### src/hdl/fdcd_pkg.sv
// Constants for the floppy controller command decoder.
`default_nettype none
package fdcd_pkg;
  // Command opcodes, low five bits unless noted.
  localparam logic [4:0] OP_RECAL    = 5'h07;
  localparam logic [4:0] OP_SENSE_INT = 5'h08;
  localparam logic [4:0] OP_SPECIFY  = 5'h03;
  localparam logic [4:0] OP_SENSE_DRV = 5'h04;
  localparam logic [4:0] OP_SEEK     = 5'h0f;
  localparam logic [4:0] OP_CONFIGURE = 5'h13;
  localparam logic [4:0] OP_DUMP     = 5'h0e;
  localparam logic [4:0] OP_READ_ID  = 5'h0a;
  localparam logic [4:0] OP_PERP     = 5'h12;
  localparam logic [4:0] OP_LOCK     = 5'h14;
  localparam logic [4:0] OP_FORMAT   = 5'h0d;
  localparam logic [4:0] OP_READ     = 5'h06;
  localparam logic [4:0] OP_WRITE    = 5'h05;
  localparam int         MFM_BIT     = 6;
  // Configure byte field positions.
  localparam int         CFG_EIS_BIT   = 6;
  localparam int         CFG_FIFO_BIT  = 5;
  localparam int         CFG_POLL_BIT  = 4;
  // AXI4-Lite register byte offsets.
  localparam logic [7:0] REG_DATA    = 8'h00;
  localparam logic [7:0] REG_MSR     = 8'h04;
  localparam logic [7:0] REG_IRQ_ST  = 8'h08;
  localparam logic [7:0] REG_IRQ_MSK = 8'h0c;
  localparam logic [7:0] REG_SETUP   = 8'h10;
  localparam logic [7:0] REG_DRV     = 8'h14;
  localparam logic [7:0] REG_SEEKST  = 8'h18;
  // Reset value and status bytes.
  localparam logic [7:0] CFG_RESET   = 8'h20;
  localparam logic [7:0] INVALID_ST0 = 8'h80;
  localparam logic [7:0] SEEK_ERR_ST0 = 8'h70;
  // Step timing: one step per 3 ms.
  localparam int         STEP_US     = 3000;
  localparam int         CLK_MHZ     = 25;
  localparam int         STEP_CYC    = STEP_US * CLK_MHZ;
  localparam int         MAX_RESULT  = 10;
  typedef enum logic [2:0] {
    FDCD_IDLE, FDCD_PARAM, FDCD_EXEC, FDCD_RESULT
  } fdcd_state_e;
endpackage
`default_nettype wire

### src/hdl/fdcd_decoder.sv
// Floppy controller command decoder for non-data commands, AXI4-Lite slave.
`timescale 1ns/1ps
`default_nettype none
module fdcd_decoder #(
  parameter int STEP_CYCLES = fdcd_pkg::STEP_CYC
) (
  input  wire logic        aclk,
  input  wire logic        aresetn,
  input  wire logic [7:0]  s_axi_awaddr,
  input  wire logic        s_axi_awvalid,
  output logic             s_axi_awready,
  input  wire logic [31:0] s_axi_wdata,
  input  wire logic [3:0]  s_axi_wstrb,
  input  wire logic        s_axi_wvalid,
  output logic             s_axi_wready,
  output logic [1:0]       s_axi_bresp,
  output logic             s_axi_bvalid,
  input  wire logic        s_axi_bready,
  input  wire logic [7:0]  s_axi_araddr,
  input  wire logic        s_axi_arvalid,
  output logic             s_axi_arready,
  output logic [31:0]      s_axi_rdata,
  output logic [1:0]       s_axi_rresp,
  output logic             s_axi_rvalid,
  input  wire logic        s_axi_rready,
  input  wire logic [3:0]  drive_state_in,
  input  wire logic        id_valid,
  input  wire logic [31:0] id_info,
  input  wire logic        data_cmd_start,
  output logic             step_pulse,
  output logic             step_dir_in,
  output logic             seek_fail,
  output logic             irq
);
  import fdcd_pkg::*;

  fdcd_state_e      state_q;
  logic [4:0]       op_q;
  logic             mfm_q, lock_q, last_fmt_q, seek_done, bad_op;
  logic [3:0]       pcnt_q, need_q, rlen_q, ridx_q, busy_q;
  logic [7:0]       prm_q [0:2];
  logic [7:0]       res_q [0:MAX_RESULT-1];
  logic [7:0]       cyl_q [0:3];
  logic [7:0]       cfg_q, spec1_q, spec2_q, perp_q, sc_q, eot_q, precomp_start_track_q, target_q, st0_q;
  logic [1:0]       sdrv_q, irq_st_q, irq_msk_q;
  logic [31:0]      stepc_q;
  // Drive state pins come from the drive, so they pass two flip-flops first.
  logic [3:0]       dsi_meta_q, dsi_q;

  // AXI write channel: address and data taken in either order.
  logic             aw_got_q, w_got_q;
  logic [7:0]       awa_q;
  logic [31:0]      wd_q;
  logic             wr_go;
  assign s_axi_awready = !aw_got_q && !s_axi_bvalid;
  assign s_axi_wready  = !w_got_q && !s_axi_bvalid;
  assign wr_go = aw_got_q && w_got_q;
  assign s_axi_bresp = 2'h0;
  always_ff @(posedge aclk) begin
    if (!aresetn) begin
      aw_got_q <= 1'b0;
      w_got_q <= 1'b0;
      awa_q <= 8'h00;
      wd_q <= 32'h0;
      s_axi_bvalid <= 1'b0;
    end else begin
      if (s_axi_awvalid && s_axi_awready) begin
        aw_got_q <= 1'b1;
        awa_q <= s_axi_awaddr;
      end
      if (s_axi_wvalid && s_axi_wready) begin
        w_got_q <= 1'b1;
        wd_q <= s_axi_wdata & {{8{s_axi_wstrb[3]}}, {8{s_axi_wstrb[2]}},
                               {8{s_axi_wstrb[1]}}, {8{s_axi_wstrb[0]}}};
      end
      if (wr_go) begin
        aw_got_q <= 1'b0;
        w_got_q <= 1'b0;
        s_axi_bvalid <= 1'b1;
      end else if (s_axi_bready) begin
        s_axi_bvalid <= 1'b0;
      end
    end
  end

  logic             data_wr, data_rd;
  assign data_wr = wr_go && awa_q == REG_DATA;
  assign data_rd = s_axi_arvalid && s_axi_arready && s_axi_araddr == REG_DATA;

  // Parameter count per opcode; invalid opcodes take none.
  function automatic logic [3:0] param_count(input logic [4:0] op);
    case (op)
      OP_RECAL, OP_SENSE_DRV, OP_READ_ID, OP_PERP: param_count = 4'd1;
      OP_SPECIFY, OP_SEEK: param_count = 4'd2;
      OP_CONFIGURE: param_count = 4'd3;
      default: param_count = 4'd0;
    endcase
  endfunction

  function automatic logic valid_op(input logic [7:0] b);
    case (b[4:0])
      OP_RECAL, OP_SENSE_INT, OP_SPECIFY, OP_SENSE_DRV, OP_CONFIGURE,
      OP_DUMP, OP_PERP, OP_LOCK: valid_op = b[7:5] == 3'h0 || b[4:0] == OP_LOCK;
      OP_SEEK: valid_op = b[7:5] == 3'h0;
      OP_READ_ID: valid_op = b[7] == 1'b0 && b[5] == 1'b0;
      default: valid_op = 1'b0;
    endcase
  endfunction

  assign bad_op = !valid_op(wd_q[7:0]);
  assign seek_done = state_q == FDCD_EXEC && cyl_q[sdrv_q] == target_q
                     && op_q == OP_SEEK && pcnt_q == 4'h0;

  // Command sequencer.
  always_ff @(posedge aclk) begin
    if (!aresetn) begin
      state_q <= FDCD_IDLE;
      op_q <= 5'h00;
      mfm_q <= 1'b0;
      pcnt_q <= 4'h0;
      need_q <= 4'h0;
      rlen_q <= 4'h0;
      ridx_q <= 4'h0;
      sdrv_q <= 2'h0;
      target_q <= 8'h00;
      st0_q <= 8'h00;
      for (int i = 0; i < 3; i++) prm_q[i] <= 8'h00;
      for (int i = 0; i < MAX_RESULT; i++) res_q[i] <= 8'h00;
    end else begin
      case (state_q)
        FDCD_IDLE: begin
          if (data_wr) begin
            op_q <= wd_q[4:0];
            mfm_q <= wd_q[MFM_BIT];
            pcnt_q <= 4'h0;
            if (bad_op) begin
              res_q[0] <= INVALID_ST0;
              rlen_q <= 4'd1;
              ridx_q <= 4'd0;
              state_q <= FDCD_RESULT;
            end else begin
              need_q <= param_count(wd_q[4:0]);
              state_q <= param_count(wd_q[4:0]) == 4'd0 ? FDCD_EXEC : FDCD_PARAM;
            end
          end else if (data_cmd_start && cfg_q[CFG_EIS_BIT]) begin
            op_q <= OP_SEEK;
            pcnt_q <= 4'h0;
            sdrv_q <= id_info[25:24];
            target_q <= id_info[23:16];
            state_q <= FDCD_EXEC;
          end
        end
        FDCD_PARAM: begin
          if (data_wr) begin
            prm_q[pcnt_q[1:0]] <= wd_q[7:0];
            pcnt_q <= pcnt_q + 4'd1;
            if (pcnt_q + 4'd1 == need_q) state_q <= FDCD_EXEC;
          end
        end
        FDCD_EXEC: begin
          ridx_q <= 4'd0;
          case (op_q)
            OP_RECAL: begin
              sdrv_q <= prm_q[0][1:0];
              target_q <= 8'h00;
              op_q <= OP_SEEK;
              pcnt_q <= 4'h0;
              st0_q <= {6'h08, prm_q[0][1:0]};
            end
            OP_SEEK: begin
              if (pcnt_q != 4'h0) begin
                sdrv_q <= prm_q[0][1:0];
                target_q <= prm_q[1];
                st0_q <= {5'h04, prm_q[0][2:0]};
                pcnt_q <= 4'h0;
              end else if (seek_done) begin
                rlen_q <= 4'd0;
                state_q <= FDCD_IDLE;
              end
            end
            OP_SENSE_INT: begin
              res_q[0] <= st0_q;
              res_q[1] <= cyl_q[sdrv_q];
              rlen_q <= 4'd2;
              state_q <= FDCD_RESULT;
            end
            OP_SENSE_DRV: begin
              res_q[0] <= {dsi_q, 1'b0, prm_q[0][2:0]};
              rlen_q <= 4'd1;
              state_q <= FDCD_RESULT;
            end
            OP_DUMP: begin
              for (int i = 0; i < 4; i++) res_q[i] <= cyl_q[i];
              res_q[4] <= spec1_q;
              res_q[5] <= spec2_q;
              res_q[6] <= last_fmt_q ? sc_q : eot_q;
              res_q[7] <= {lock_q, perp_q[6:0]};
              res_q[8] <= cfg_q;
              res_q[9] <= precomp_start_track_q;
              rlen_q <= 4'd10;
              state_q <= FDCD_RESULT;
            end
            OP_READ_ID: begin
              if (id_valid) begin
                res_q[0] <= {5'h00, prm_q[0][2:0]};
                res_q[1] <= 8'h00;
                res_q[2] <= {7'h00, mfm_q};
                for (int i = 0; i < 4; i++) res_q[3+i] <= id_info[8*(3-i)+:8];
                rlen_q <= 4'd7;
                state_q <= FDCD_RESULT;
              end
            end
            OP_LOCK: begin
              res_q[0] <= {3'h0, lock_q, 4'h0};
              rlen_q <= 4'd1;
              state_q <= FDCD_RESULT;
            end
            default: begin
              rlen_q <= 4'd0;
              state_q <= FDCD_IDLE;
            end
          endcase
        end
        FDCD_RESULT: begin
          if (data_rd) begin
            ridx_q <= ridx_q + 4'd1;
            if (ridx_q + 4'd1 >= rlen_q) state_q <= FDCD_IDLE;
          end
        end
        default: state_q <= FDCD_IDLE;
      endcase
    end
  end

  // Settings written by specify, configure, perpendicular, lock and the setup register.
  always_ff @(posedge aclk) begin
    if (!aresetn) begin
      cfg_q <= CFG_RESET;
      spec1_q <= 8'h00;
      spec2_q <= 8'h00;
      perp_q <= 8'h00;
      lock_q <= 1'b0;
      sc_q <= 8'h00;
      eot_q <= 8'h00;
      precomp_start_track_q <= 8'h00;
      last_fmt_q <= 1'b0;
    end else begin
      if (state_q == FDCD_EXEC) begin
        if (op_q == OP_CONFIGURE) begin
          cfg_q <= {1'b0, prm_q[1][6:0]};
          precomp_start_track_q <= prm_q[2];
        end
        if (op_q == OP_SPECIFY) begin
          spec1_q <= prm_q[0];
          spec2_q <= prm_q[1];
        end
        if (op_q == OP_PERP) perp_q <= prm_q[0];
      end
      if (state_q == FDCD_IDLE && data_wr && wd_q[4:0] == OP_LOCK) lock_q <= wd_q[7];
      if (wr_go && awa_q == REG_SETUP) begin
        last_fmt_q <= wd_q[16];
        sc_q <= wd_q[7:0];
        eot_q <= wd_q[15:8];
      end
    end
  end

  always_ff @(posedge aclk) begin
    dsi_meta_q <= drive_state_in;
    dsi_q <= dsi_meta_q;
  end

  // Head stepping; busy while the drive moves.
  always_ff @(posedge aclk) begin
    if (!aresetn) begin
      for (int i = 0; i < 4; i++) cyl_q[i] <= 8'h00;
      stepc_q <= 32'h0;
      busy_q <= 4'h0;
      step_pulse <= 1'b0;
      step_dir_in <= 1'b0;
    end else begin
      step_pulse <= 1'b0;
      busy_q <= 4'h0;
      if (state_q == FDCD_EXEC && op_q == OP_SEEK && pcnt_q == 4'h0 && !seek_done) begin
        busy_q[sdrv_q] <= 1'b1;
        if (stepc_q >= 32'(STEP_CYCLES - 1)) begin
          stepc_q <= 32'h0;
          step_pulse <= 1'b1;
          step_dir_in <= target_q > cyl_q[sdrv_q];
          if (target_q > cyl_q[sdrv_q]) cyl_q[sdrv_q] <= cyl_q[sdrv_q] + 8'd1;
          else cyl_q[sdrv_q] <= cyl_q[sdrv_q] - 8'd1;
        end else begin
          stepc_q <= stepc_q + 32'd1;
        end
      end else begin
        stepc_q <= 32'h0;
      end
    end
  end

  // Seek failure flag when the implied seek target is cylinder 8'hff.
  always_ff @(posedge aclk) begin
    if (!aresetn) seek_fail <= 1'b0;
    else if (state_q == FDCD_IDLE && data_cmd_start && cfg_q[CFG_EIS_BIT])
      seek_fail <= id_info[23:16] == 8'hff;
  end

  // Interrupts: bit 0 seek/recal done, bit 1 result ready. Set wins over clear.
  always_ff @(posedge aclk) begin
    if (!aresetn) begin
      irq_st_q <= 2'h0;
      irq_msk_q <= 2'h0;
    end else begin
      if (wr_go && awa_q == REG_IRQ_MSK) irq_msk_q <= wd_q[1:0];
      irq_st_q <= (irq_st_q & ~((wr_go && awa_q == REG_IRQ_ST) ? wd_q[1:0] : 2'h0))
                  | {state_q == FDCD_EXEC && rlen_q != 4'd0 && 1'b0 || 
                     (state_q == FDCD_RESULT && ridx_q == 4'd0), seek_done};
    end
  end
  assign irq = |(irq_st_q & irq_msk_q);

  // Read channel, one cycle latency.
  assign s_axi_arready = !s_axi_rvalid;
  assign s_axi_rresp = 2'h0;
  always_ff @(posedge aclk) begin
    if (!aresetn) begin
      s_axi_rvalid <= 1'b0;
      s_axi_rdata <= 32'h0;
    end else if (s_axi_arvalid && s_axi_arready) begin
      s_axi_rvalid <= 1'b1;
      case (s_axi_araddr)
        REG_DATA: s_axi_rdata <= state_q == FDCD_RESULT ? {24'h0, res_q[ridx_q]} : 32'h0;
        REG_MSR: s_axi_rdata <= {24'h0, state_q == FDCD_RESULT, state_q != FDCD_IDLE,
                                 2'h0, busy_q};
        REG_IRQ_ST: s_axi_rdata <= {30'h0, irq_st_q};
        REG_IRQ_MSK: s_axi_rdata <= {30'h0, irq_msk_q};
        REG_SEEKST: s_axi_rdata <= {24'h0, st0_q | (seek_fail ? SEEK_ERR_ST0 : 8'h00)};
        default: s_axi_rdata <= 32'h0;
      endcase
    end else if (s_axi_rready) begin
      s_axi_rvalid <= 1'b0;
    end
  end
endmodule
`default_nettype wire

### config.mk
export PLATFORM = sky130hd
export DESIGN_NAME = fdcd_decoder
export DESIGN_NICKNAME = d
export VERILOG_FILES = /design/src/hdl/fdcd_pkg.sv /design/src/hdl/fdcd_decoder.sv
export SDC_FILE = /design/constraint.sdc
export NUM_CORES = 1
export LEC_CHECK = 0
export BUFFER_PORTS_ARGS = -buffer_cell sky130_fd_sc_hd__buf_2
export CORE_MARGIN = 10
export CORE_UTILIZATION = 45
export DETAILED_ROUTE_END_ITERATION = 7
export PLACE_DENSITY = 0.7
export SKIP_LAST_GASP = 1
export SYNTH_ARGS = -nofsm -noshare
export SYNTH_HDL_FRONTEND = slang
export SYNTH_SLANG_ARGS = --single-unit
### constraint.sdc
create_clock -name aclk -period 5.82 [get_ports aclk]
set_input_delay 0.291 -clock aclk [delete_from_list [all_inputs] [get_ports aclk]]
set_output_delay 0.291 -clock aclk [all_outputs]
set_load 0.01 [all_outputs]
=== After elaboration in Yosys (flattened, before gate mapping) ===
Memories as Yosys holds them, arrays and structs flattened. A register that Yosys moved wholly into a read port is not among the register bits.
Cells that the tools add are included.

* Reduce and logical (&&, ||, !) cells: 71
* Bitwise gates (word level): 33
* Magnitude comparators: 5
* Multiplexer cells: 138
* Add/sub/neg operators: 5
* Equal/unequal tests: 50

{| class="wikitable"
|+ Operators with widths
! kind !! count
|-
| $mux 8 || 31
|-
| $mux 4 || 18
|-
| $mux 1 || 49
|-
| $pmux 8 s2 || 3
|-
| $eq 5x4->1 const B || 8
|-
| $pmux 8 s5 || 1
|-
| $add 32x1->32 const B || 1
|-
| $eq 8x4->1 const B || 4
|-
| $ge 32x17->1 const B || 1
|-
| $eq 5x5->1 const B || 6
|-
| $mux 3 || 9
|-
| $logic_and 1x1->1 || 25
|-
| $pmux 3 s4 || 2
|-
| $pmux 4 s3 || 2
|-
| $pmux 4 s6 || 1
|-
| $reduce_or 8->1 || 3
|-
| $or 1x1->1 || 23
|-
| $eq 5x3->1 const B || 4
|-
| $mux 2 || 10
|-
| $ne 2x2->1 const B || 10
|-
| $and 17x17->17 || 1
|-
| $eq 8x5->1 const B || 2
|-
| $logic_not 8->1 || 2
|-
| $pmux 4 s2 || 2
|-
| other kinds (45) || 84
|}

* Memory bits (writable): 136
* Output and inout bits: 45
* Bits of input ports: 97
* Bits in registers: 203
* Memories kept: 3

{| class="wikitable"
|+ Memories
! memory !! depth !! width !! read ports !! clocked after memory_dff !! write ports !! RTL line !! source
|-
| res_q || 10 || 8 || 1 || 1 || 10 || fdcd_decoder.sv:42 || <nowiki>logic [7:0] res_q [0:MAX_RESULT-1];</nowiki>
|-
| cyl_q || 4 || 8 || 5 || 1 || 4 || fdcd_decoder.sv:43 || <nowiki>logic [7:0] cyl_q [0:3];</nowiki>
|-
| prm_q || 3 || 8 || 3 || 1 || 3 || fdcd_decoder.sv:41 || <nowiki>logic [7:0] prm_q [0:2];</nowiki>
|}

=== Depth between registers and ports, before layout ===
Gate-level depths: netlist of run 1.

* Depth in word-level cells: 14
* Gate-level depth with buffers: 19
* Depth with buffers taken out: 17

=== Worst setup path after synthesis of run 1 ===
No wires, ideal clock.

* Path type: flip-flop to flip-flop
* Start point: register op_q[4]
* End point: memory res_q[2][0], enable pin
* Stages on the path, launching flop included: 5
* Data arrival time: 4.053 ns
* Clock period less this slack: 4.433 ns
* Path buffers: 1
* Setup slack: 1.387 ns
* Data required time: 5.441 ns
* Cell sequence: dfxtp_1 > clkbuf_1 > nand2b_1 > o41ai_1 > or2_2

{| class="wikitable"
|+ RTL lines
! element !! RTL line !! source
|-
| from (decl) || fdcd_decoder.sv:38 || <nowiki>logic [4:0] op_q;</nowiki>
|-
| from (signal assigned) || fdcd_decoder.sv:133 || <nowiki>op_q <= wd_q[4:0];</nowiki>
|-
| to (decl) || fdcd_decoder.sv:42 ||
|}

==> metrics.md, run 1 <==
| Metric | Value |
|---|---|
| Flops & latches, synth | `321` |
| Total GRT Usage | `19.0%` |
| Unique cell type count in the Yosys netlist | `72` |
| Final-report hold violation count | `0` |
| CP dominant cell by count | `nor2_1` |
| Seq/Total Area, Yosys | `54.6%` |
| Clock Skew | `0.0141 ns` |
| Comb pwr share | `4.1%` |
| Die span in y | `198 µm` |
| Slew Viols, Final | `0` |
| EDFF count, synth | `135` |
| Net Sw Frac | `21.7%` |
| Final instance area | `16,300 µm²` |
| Syn Area/Cell | `10.6 µm²` |
| CTS clk-pin slew, worst paths | `0.06 ns` |
| Routed WL | `37,700 µm` |
| CTS root buf | `clkbuf_16` |
| Int Pwr | `3890 µW` |
| Fin util | `51.8%` |
| Final nets | `1,556` |
| Total grt overflow | `0` |
| Filler cell count | `2,765` |
| Switching power | `1080 µW` |
| CTS Buf Count | `35` |
| Ys flop type | `dfxtp_1` |
| Core area | `31,400 µm²` |
| Largest family of logic cells by synthesized area | `simple AND/OR/NAND/NOR gates` |
| # Post-CTS Setup Buffers | `0` |
| PortBufs | `97` |
| CP cell instances | `mux4_2 -> inv_1 -> ha_1 -> nand4_1 -> nor2_1 -> nor3_1 -> nand3_1 -> buf_4 -> nor2_1 -> ha_1 -> a21o_1 -> a21oi_1 -> o21bai_1 -> a21oi_1 -> xor2_1 -> nor2_1` |
| Hold crit path type | `in -> reg` |
| Max_cap viols | `0` |
| Multi-input logic area | `6010 µm²` |
| Routed length per instance | `20.2 µm` |
| CP max FO | `12` |
| Storage cell area | `7780 µm²` |
| Cell Area, Synth | `14,300 µm²` |
| Unrepaired setup endpoints after global routing | `no` |
| Tmin final | `4.84 ns` |
| Status | `complete, no violations` |
| Worst EP required | `6.07 ns` |
| Yosys warns | `0` |
| Element type at the critical path start | `register` |
| Async SR Flop Fraction | `0%` |
| Number of global-route vias before repair | `10.3k` |
| Worst-Margin Slew | `1.28 ns` |
| Routability cong. | `0.883` |
| CP endpoint kind | `register` |
| Leak | `0.00633 µW` |
| Maximum VDD drop | `184 µV` |
| Die W | `198 µm` |
| Multiplexer share of the synthesized area | `8.61%` |
| Max_slew headroom | `14.5%` |
| Most frequent cells in the layout | `dfxtp_1, nand2_1, nor2_1, edfxtp_1, buf_2` |
| First-pass DRT Iterations | `7` |
| Die ar. | `39,200 µm²` |
| Global-route wire length before repair | `58,100 µm` |
| ANT nets after route | `0` |
| Syn Inst Count | `1,347` |
| H-tree depth | `2` |
| Layout area overhead | `14.1%` |
| Row cnt | `65` |
| Starting Density | `45.4%` |
| DP Area | `15,000 µm²` |
| Initial antenna violation count | `5` |
| Max Root-Sink Buffers | `3` |
| Clk Latency, worst-skew pair | `0.52 ns` |
| Kind of critical path | `reg -> reg` |
| # IOs | `142` |
| DR DRC count | `0` |
| Reg2Reg Setup Slack | `0.98 ns` |
| Synth Area in Adders | `2.33%` |
| Synth Area in Compound Gates | `11.2%` |
| Hold depth | `3` |
| Fmax | `207 MHz` |
| Layout cells sized above 1 | `14.7%` |
| Largest net degree at the start of global routing | `75` |
| Initial drt markers | `1,050` |
| Worst R2R Path Depth | `16` |
| Most common cell after layout, fill and taps aside | `dfxtp_1` |
| Clock sinks | `321` |
| Capture point of the worst reg-to-reg path | `cyl_q[0][6]` |
| Hold Path Origin | `s_axi_awaddr[6]` |
| Worst path arrival time | `5.09 ns` |
| Final HPWL DP | `26,900 µm` |
| Place WS | `1.00 ns` |
| Critical-path top delay cell | `dfxtp_1` |
| Post-route clock period utilization | `83.2%` |
| Total Neg Setup Slack | `0 ns` |
| DR vias | `10.5k` |
| Clock power share | `46.6%` |
| Setup slack after layout | `0.981 ns` |
| Hold Path End | `awa_q[6]` |
| Power Density | `306 nW/µm²` |
| CTS tree | `built` |
| Seq pwr share | `49.3%` |
| Vias per inst | `5.62` |
| Hold slack | `0.0166 ns` |
| Xor/xnor share of the synthesized area | `1.66%` |
| CP peak stage delay | `0.70 ns` |
| Simple-gate share of the synthesized area | `17.2%` |
| Final setup viols | `0` |
[kinds of logic after synthesis]
group,Yosys count
compound gates,229
xor+xnor,27
fa+ha+maj,26
buf+inv,138
flops,321
mux,98
other cells,1
simple gates,507
[final cells by class]
cell class / instances / area share [%]
timing repair buffer: 113 / 3.78
clock inverter: 15 / 0.961
clock buffer: 48 / 6.57
tap: 402 / 3.09
inverter: 32 / 0.746
antenna: 5 / 0.0769
sequential: 321 / 47.8
multi-input combinational: 930 / 37.0
[state kept, by name, summed over array words and instances, names as in the netlist, 8 cells and up, named ones only]
signal,count
awa_q,8
spec2_q,8
spec1_q,8
prm_q,24
sc_q,8
eot_q,8
cyl_q,32
stepc_q,32
target_q,8
wd_q,17
precomp_start_track_q,8
res_q,79
s_axi_rdata,8
[what timing repair did]
action | CTS | global route
hold endpoints to repair | 4 | 0
resized for setup | 0 | 0
setup endpoints to repair | 0 | 0
hold buffers | 4 | 0
[how the worst max path moves through the flow]
stage | slack [ns] | end | depth (start not counted)
after CTS | 0.97 | cyl_q[0][6] | 16
after detailed placement | 1.0 | cyl_q[0][6] | 16
after floorplan | 1.39 | res_q[2][0] | 4
after global placement | 1.13 | cyl_q[2][6] | 15
after global routing | 0.58 | cyl_q[0][5] | 15
final | 0.98 | cyl_q[0][6] | 16
[worst max-delay path: cells and delay by family (launching register included)]
family | cells | cell delay [ns]
AND/OR/NAND/NOR | 6 | 1.17
AO/OA/AOI/OAI | 4 | 0.78
flip-flops | 1 | 0.70
adder cells (fa/ha/maj) | 2 | 0.66
multiplexers | 1 | 0.64
buffers and inverters | 2 | 0.33
XOR/XNOR | 1 | 0.30
[through the flow]
| step | cells | total power (µW) |
|---|---|---|
| 6_report | 1866 | 4970 |
| 3_5_place_dp | 1794 | 2700 |
| 2_1_floorplan | 1389 | 2620 |
| 4_1_cts | 1861 | 4990 |
| 3_3_place_gp | 1794 | 2690 |
| 5_1_grt | 1861 | 5120 |
[synth_stat cells (all sizes together), types with 10 or more instances]
library cell	n	share of area, %
dfxtp	186	26
nand2	146	3.8
nor2	139	3.7
edfxtp	135	28
a21oi	80	2.8
mux2i	72	5.1
clkbuf	69	1.8
and2	62	2.7
nand3	45	1.6
a22o	38	2.3
buf	37	1.8
inv	32	0.84
o21ai	27	0.95
ha	25	2.2
mux4	19	3.0
nor3	19	0.74
nor2b	15	0.66
xnor2	15	0.92
nand2b	13	0.57
a311oi	12	0.78
xor2	12	0.74
and3	11	0.48
a22oi	10	0.53
nor4	10	0.44
[power groups by stage]
stage	Sequential (µW)	Combinational [µW]	Clock, µW
4_1_cts	2450	204	2340
5_1_grt	2450	227	2440
6_report	2450	205	2320
3_3_place_gp	2490	196	0
3_5_place_dp	2500	201	0
2_1_floorplan	2470	150	0
[layer usage]
layer	track usage [%]	vias up	share of wire, %
met5	0	-	0.093
met4	6.52	4	3.2
met3	4.40	92	8.3
met2	30.5	420	45
met1	24.7	5032	43
li1	-	4938	-
No activity file was read; power rests on OpenSTA's default activity.
==> run 2, diff against run 1 <==
- clock period: 5.82 -> 4.9 ns (I/O delays scaled with it)
==> metrics.md, run 2 (synthesis gave the netlist of run 1 again) <==
| Metric | Value |
|---|---|
| Clock Skew | `0.00781 ns (-0.00632 ns)` |
| Seq pwr share | `49.4% (about the same)` |
| Die ar. | `39,200 µm² (unchanged)` |
| Comb pwr share | `4.5% (+0.4 points)` |
| Layout cells sized above 1 | `15.1% (+0.40 points)` |
| Kind of critical path | `reg -> reg` |
| Unrepaired setup endpoints after global routing | `no` |
| First-pass DRT Iterations | `7 (unchanged)` |
| Core area | `31,400 µm² (unchanged)` |
| Routed length per instance | `20.0 µm (-1.3%)` |
| Fin cells | `1,891 (+1.3%)` |
| Most common cell after layout, fill and taps aside | `dfxtp_1` |
| Largest net degree at the start of global routing | `72 (-4.0%)` |
| ANT nets after route | `0 (unchanged)` |
| Starting Density | `45.4% (unchanged)` |
| Cells after DPL | `1,804 (+0.56%)` |
| Max_slew headroom | `20.3% (+5.8 points)` |
| Layout area overhead | `15.7%` |
| Clock power share | `46.1% (-0.5 points)` |
| Total GRT Usage | `18.9% (-0.059 points)` |
| Final nets | `1,584 (+1.8%)` |
| Tot Pwr | `5880 µW (+18%)` |
| Worst path arrival time | `4.76 ns (-0.33 ns)` |
| Worst EP required | `5.15 ns (-0.92 ns)` |
| Final setup viols | `0 (unchanged)` |
| CP cell instances | `mux2_2 -> o21a_1 -> inv_1 -> ha_1 -> nand4_1 -> nor2_1 -> nor3_1 -> nand3_1 -> nor2_1 -> ha_1 -> a21o_1 -> a21oi_1 -> o21bai_1 -> a21oi_1 -> xor2_1 -> nor2_1` |
| Routed WL | `37,800 µm (about the same)` |
| Post-cts repair resize count | `0 (unchanged)` |
| Initial drt markers | `1,025 (-2.4%)` |
| Int Pwr | `4610 µW (+18%)` |
| Routability cong. | `0.894 (+1.2%)` |
| Critical-path top delay cell | `dfxtp_1` |
| Max FFs per register | `79 (unchanged)` |
| # Post-CTS Setup Buffers | `0 (unchanged)` |
| Row cnt | `65 (unchanged)` |
| CTS Buf Count | `35 (unchanged)` |
| Number of global-route vias before repair | `9,911 (-3.6%)` |
| Most frequent cells in the layout | `dfxtp_1, nand2_1, nor2_1, edfxtp_1, buf_2` |
| Die W | `198 µm (unchanged)` |
| Switching power | `1270 µW (+17%)` |
| Initial antenna violation count | `6 (+1)` |
| Global-route wire length before repair | `57,600 µm (-0.80%)` |
| Clock sinks | `321 (unchanged)` |
| Element type at the critical path start | `register` |
| Leak | `0.00646 µW (+2.0%)` |
| Hold crit path type | `in -> reg` |
| Worst path buffer plus inverter count | `1 (-1)` |
| Post-route clock period utilization | `92.1% (+8.9 points)` |
| CP endpoint kind | `register` |
| CP dominant cell by count | `nor2_1` |
| Status | `complete, no violations` |
| Final-report hold violation count | `0 (unchanged)` |
| Slew Viols, Final | `0 (unchanged)` |
| H-tree depth | `2 (unchanged)` |
| CTS root buf | `clkbuf_16` |
| Net Sw Frac | `21.6% (-0.14 points)` |
| Tmin final | `4.51 ns (-0.329 ns)` |
| CTS clk-pin slew, worst paths | `0.06 ns (about the same)` |
| # IOs | `142 (unchanged)` |
| DR DRC count | `0 (unchanged)` |
| Power Density | `356 nW/µm² (+17%)` |
| Final HPWL DP | `26,800 µm (-0.33%)` |
| PortBufs | `97 (unchanged)` |
| Biggest regs | `res_q: 79 flops, cyl_q: 32 flops, stepc_q: 32 flops` |
| Total grt overflow | `0 (unchanged)` |
| Top delay family on crit path | `simple AND/OR/NAND/NOR gates` |
| Clk Latency, worst-skew pair | `0.51 ns (about the same)` |
| Die span in y | `198 µm (unchanged)` |
| Maximum VDD drop | `298 µV (+62%)` |
| Max Root-Sink Buffers | `3 (unchanged)` |
| CP max FO | `9 (-3)` |
| DR vias | `10.5k (+0.38%)` |
| Vias per inst | `5.57 (-0.95%)` |
| Max_cap viols | `0 (unchanged)` |
| CTS tree | `built` |
| Worst-Margin Slew | `1.19 ns (-0.0858 ns)` |
| Fin util | `52.6% (+0.73 points)` |
| CP peak stage delay | `0.63 ns (-0.07 ns)` |
| Top reg by flops | `res_q` |
| Fmax | `222 MHz (+7.3%)` |
| Total Neg Setup Slack | `0 ns (unchanged)` |
## run 2: cell count changes in the layout (fill, tap and decap cells not counted), sizes merged
| cell | change |
|---|---|
| buf | +10 |
| clkbuf | -2 |
| clkinv | +4 |
| clkinvlp | -2 |
| diode | -3 |
| dlygate4sd3 | +18 |
## run 2: area by class of cell
type,count,area [µm²]
multi-input combinational,930,6010
antenna,2,5.00
timing repair buffer,141,871
fill,2753,14900
clock buffer,46,1040
sequential,321,7780
tap,402,503
inverter,32,121
clock inverter,17,163
## run 2: path summary, 6_finish.rpt
| check | endpoint | slack, ns | startpoint | depth (start not counted) |
|---|---|---|---|---|
| worst min register to register | dsi_q[2] | 0.33 | dsi_meta_q[2] | 0 |
| worst max-delay path | cyl_q[2][6] | 0.39 | register | 16 |
| worst min-delay path | wd_q[5] | 0.02 | s_axi_wdata[5] | 3 |
| worst max register to register | cyl_q[2][6] | 0.39 | register | 16 |
## run 2: repair_timing
action                     CTS  global route
hold endpoints to repair    21             0
setup endpoints to repair    0             0
hold buffers                22             0
## run 2: worst reg2reg max path, cell delays in order, from the launching register on
cell and delay, ns:
dfxtp_1 0.63, mux2_2 0.40, o21a_1 0.22, inv_1 0.08
ha_1 0.24, nand4_1 0.14, nor2_1 0.10, nor3_1 0.28
nand3_1 0.14, nor2_1 0.46, ha_1 0.42, a21o_1 0.21
a21oi_1 0.29, o21bai_1 0.10, a21oi_1 0.18, xor2_1 0.28
nor2_1 0.08
## run 2: per-layer routing
metal	global-route usage [%]	up-vias	part of all wire, %
li1	-	4979	-
met1	24.9	5027	42
met2	30.2	437	46
met3	4.63	75	9.3
met4	5.81	8	2.6
met5	0	-	0.15
## run 2: power groups by stage
stage	clock network [µW]	logic [µW]	registers, µW
3_3_place_gp	0	243	2950
2_1_floorplan	0	178	2930
4_1_cts	2760	261	2900
3_5_place_dp	0	247	2960
5_1_grt	2870	289	2910
6_report	2710	264	2900
## run 2: through the flow
stage | hold WS, ns | worst slack, ns | cell area (µm²)
after global routing | 0.0201 | 0.115 | 16500
after detailed placement | 0.312 | 0.472 | 15100
final | 0.0236 | 0.389 | 16500
after global placement | 0.310 | 0.564 | 15100
after CTS | 0.00137 | 0.451 | 16500
after floorplan | 0.273 | 0.467 | 14400
==> run 3, diff against run 2 <==
- ABC_AREA: unset -> 1
- CORE_UTILIZATION: 45 -> 50
- PLACE_DENSITY: 0.7 -> 0.76
==> metrics.md, run 3 <==
| Metric | Value |
|---|---|
| Die ar. | `36,500 µm² (-6.8%)` |
| Routed WL | `39,400 µm (+4.3%)` |
| Fin cells | `2,245 (+19%)` |
| Clock sinks | `321 (unchanged)` |
| Worst path arrival time | `4.64 ns (-0.12 ns)` |
| ANT nets after route | `0 (unchanged)` |
| Top reg by flops | `res_q` |
| Total grt overflow | `0 (unchanged)` |
| Kind of critical path | `reg -> reg` |
| Worst EP required | `5.26 ns (+0.11 ns)` |
| CP endpoint kind | `register` |
| Antenna cell count | `0 (-2)` |
| Maximum VDD drop | `239 µV (-20%)` |
| Status | `complete, no violations` |
| Main area contributors after synthesis | `edfxtp_1, dfxtp_1, nand2_1, inv_1, nor2_1` |
| Initial drt markers | `1,199 (+17%)` |
| Max Root-Sink Buffers | `3 (unchanged)` |
| CTS Buf Count | `34 (-2.9%)` |
| Cell Area, Synth | `14,600 µm² (+2.7%)` |
| # Post-CTS Setup Buffers | `0 (unchanged)` |
| Top-area cell type share of the netlist area | `27.7% (-0.74 points)` |
| CP max FO | `12 (+3)` |
| Tot Pwr | `6960 µW (+19%)` |
| CTS root buf | `clkbuf_16` |
| Fmax | `234 MHz (+5.4%)` |
| Die W | `191 µm (-3.5%)` |
| Slew Viols, Final | `0 (unchanged)` |
| Async SR Flop Fraction | `0% (unchanged)` |
| Initial antenna violation count | `0 (-6)` |
| Storage cell area | `7780 µm² (unchanged)` |
| Core area | `28,800 µm² (-8.3%)` |
| First-pass DRT Iterations | `5 (-2)` |
| Die span in y | `191 µm (-3.5%)` |
| Worst-Margin Slew | `1.10 ns (-0.0925 ns)` |
| Post-cts repair resize count | `0 (unchanged)` |
| Biggest regs | `res_q: 79 flops, cyl_q: 32 flops, stepc_q: 32 flops` |
| H-tree depth | `2 (unchanged)` |
| Clk Latency, worst-skew pair | `0.53 ns (+0.02 ns)` |
| EDFF count, synth | `135 (unchanged)` |
| Final setup viols | `0 (unchanged)` |
| Final nets | `1,959 (+24%)` |
| Cells after DPL | `2,174 (+21%)` |
| Seq/Total Area, Yosys | `53.1% (-1.4 points)` |
| CTS clk-pin slew, worst paths | `0.06 ns (about the same)` |
| Unique cell type count in the Yosys netlist | `65 (-9.7%)` |
| Multi-input logic area | `5590 µm² (-7.0%)` |
| Layout area overhead | `13.6%` |
| Max_cap viols | `0 (unchanged)` |
| Final HPWL DP | `28,000 µm (+4.4%)` |
| Number of global-route vias before repair | `11.9k (+20%)` |
| # IOs | `142 (unchanged)` |
| CTS tree | `built` |
| Starting Density | `50.9% (+5.4 points)` |
| Max_slew headroom | `26.5% (+6.2 points)` |
| Post-route clock period utilization | `87.3% (-4.7 points)` |
| Routability cong. | `0.974 (+9.0%)` |
| Yosys warns | `0 (unchanged)` |
| Row cnt | `62 (-4.6%)` |
| Element type at the critical path start | `register` |
| Unrepaired setup endpoints after global routing | `no` |
| Tmin final | `4.28 ns (-0.232 ns)` |
| Power Density | `419 nW/µm² (+18%)` |
| PortBufs | `97 (unchanged)` |
| # hold bufs at CTS | `10 (-55%)` |
| Global-route wire length before repair | `62,100 µm (+7.9%)` |
| Hold crit path type | `in -> reg` |
| DR DRC count | `0 (unchanged)` |
| Max FFs per register | `79 (unchanged)` |
| Flops & latches, synth | `321 (unchanged)` |
| Final-report hold violation count | `0 (unchanged)` |
| Syn Inst Count | `1,728 (+28%)` |
| Area leader, netlist | `edfxtp_1` |
| Ys flop type | `dfxtp_1` |
| Most frequent cells in the layout | `nand2_1, inv_1, nor2_1, dfxtp_1, o21ai_0` |
| Layout cells sized above 1 | `11.9% (-3.2 points)` |
| Total GRT Usage | `21.1% (+2.2 points)` |
| Total Neg Setup Slack | `0 ns (unchanged)` |
| Leak | `0.00680 µW (+5.3%)` |
| DR vias | `12.2k (+16%)` |
| Most common cell after layout, fill and taps aside | `nand2_1` |
| Syn Area/Cell | `8.47 µm² (-20%)` |
| Filler cell count | `2,521 (-8.4%)` |
| Largest net degree at the start of global routing | `70 (-2.8%)` |
| Synth cell count leaders | `nand2_1, inv_1, nor2_1` |
| Clock Skew | `0.0276 ns (+0.0198 ns)` |
| Routed length per instance | `17.5 µm (-12%)` |
| Vias per inst | `5.43 (-2.5%)` |
| Count leader, synth | `nand2_1` |
==> run 3: path summary, 6_finish.rpt <==
| path | depth (start not counted) | end | from | slack (ns) |
|---|---|---|---|---|
| max | 23 | cyl_q[0][6] | register | 0.62 |
| min | 3 | awa_q[0] | s_axi_awaddr[0] | 0.01 |
| max reg2reg | 23 | cyl_q[0][6] | register | 0.62 |
| min reg2reg | 0 | dsi_q[2] | dsi_meta_q[2] | 0.33 |
==> run 3: power breakdown <==
group / leakage, µW / internal, µW / total, µW / switching [µW]
combinational: 0.00335 / 397 / 1310 / 917
clock: 0.000544 / 1510 / 2570 / 1060
sequential: 0.00291 / 2950 / 3080 / 132
total: 0.00680 / 4860 / 6960 / 2110
==> run 3: cell type report <==
type / instances / share of cell area [%]
clock buffers: 45 / 5.62
clock inverters: 16 / 1.08
inverters: 255 / 5.80
multi-input cells: 1103 / 33.7
flip-flops and latches: 321 / 46.8
well taps: 384 / 2.89
repair buffers: 121 / 4.16
==> run 3: layer usage <==
layer	track usage, %	vias to the layer above	share of wire, %
met5	0	-	0
met2	33.9	553	45
met4	7.87	0	3.2
met1	27.9	5654	42
li1	-	5886	-
met3	3.97	91	9.2
==> run 3: stage by stage <==
step	utilization (%)	setup WS [ns]	hold slack (ns)	instance area (µm²)
6_report	57.7	0.622	0.0116	16600
5_1_grt	57.7	0.294	0.0466	16600
4_1_cts	57.7	0.728	0.00308	16600
3_5_place_dp	53.5	0.759	0.315	15400
3_3_place_gp	53.5	0.850	0.313	15400
2_1_floorplan	-	1.27	0.273	14800
==> run 3: cell families (layout without fill, tap and decap cells) <==
logic type / count (synthesis) / count (layout) / share of synthesized area [%]
DFF: 321 / 321 / 53.1
adders and majority gates: 26 / 26 / 2.27
xor gates and xnor gates: 12 / 12 / 0.718
and+or+nand+nor: 611 / 611 / 18.3
other: 1 / 43 / 0.0256
AOI/OAI and AO/OA: 411 / 411 / 15.8
buffers and inverters: 346 / 437 / 9.81
==> run 3: worst max-delay path, stage by stage, from the launching register on <==
cell     delay, ns
dfxtp_1       0.53
buf_4         0.25
nand2_1       0.06
a32oi_1       0.47
inv_1         0.12
ha_1          0.31
a21oi_1       0.15
o21ai_0       0.11
nand2_1       0.11
nand2_1       0.06
nand2_1       0.08
nand4_1       0.15
inv_1         0.28
ha_1          0.35
nand2_1       0.09
inv_1         0.05
o21ai_0       0.23
nand2_1       0.08
nand2_1       0.08
nand2_1       0.06
a21oi_1       0.15
xnor2_1       0.13
inv_1         0.10
nor3_1        0.14
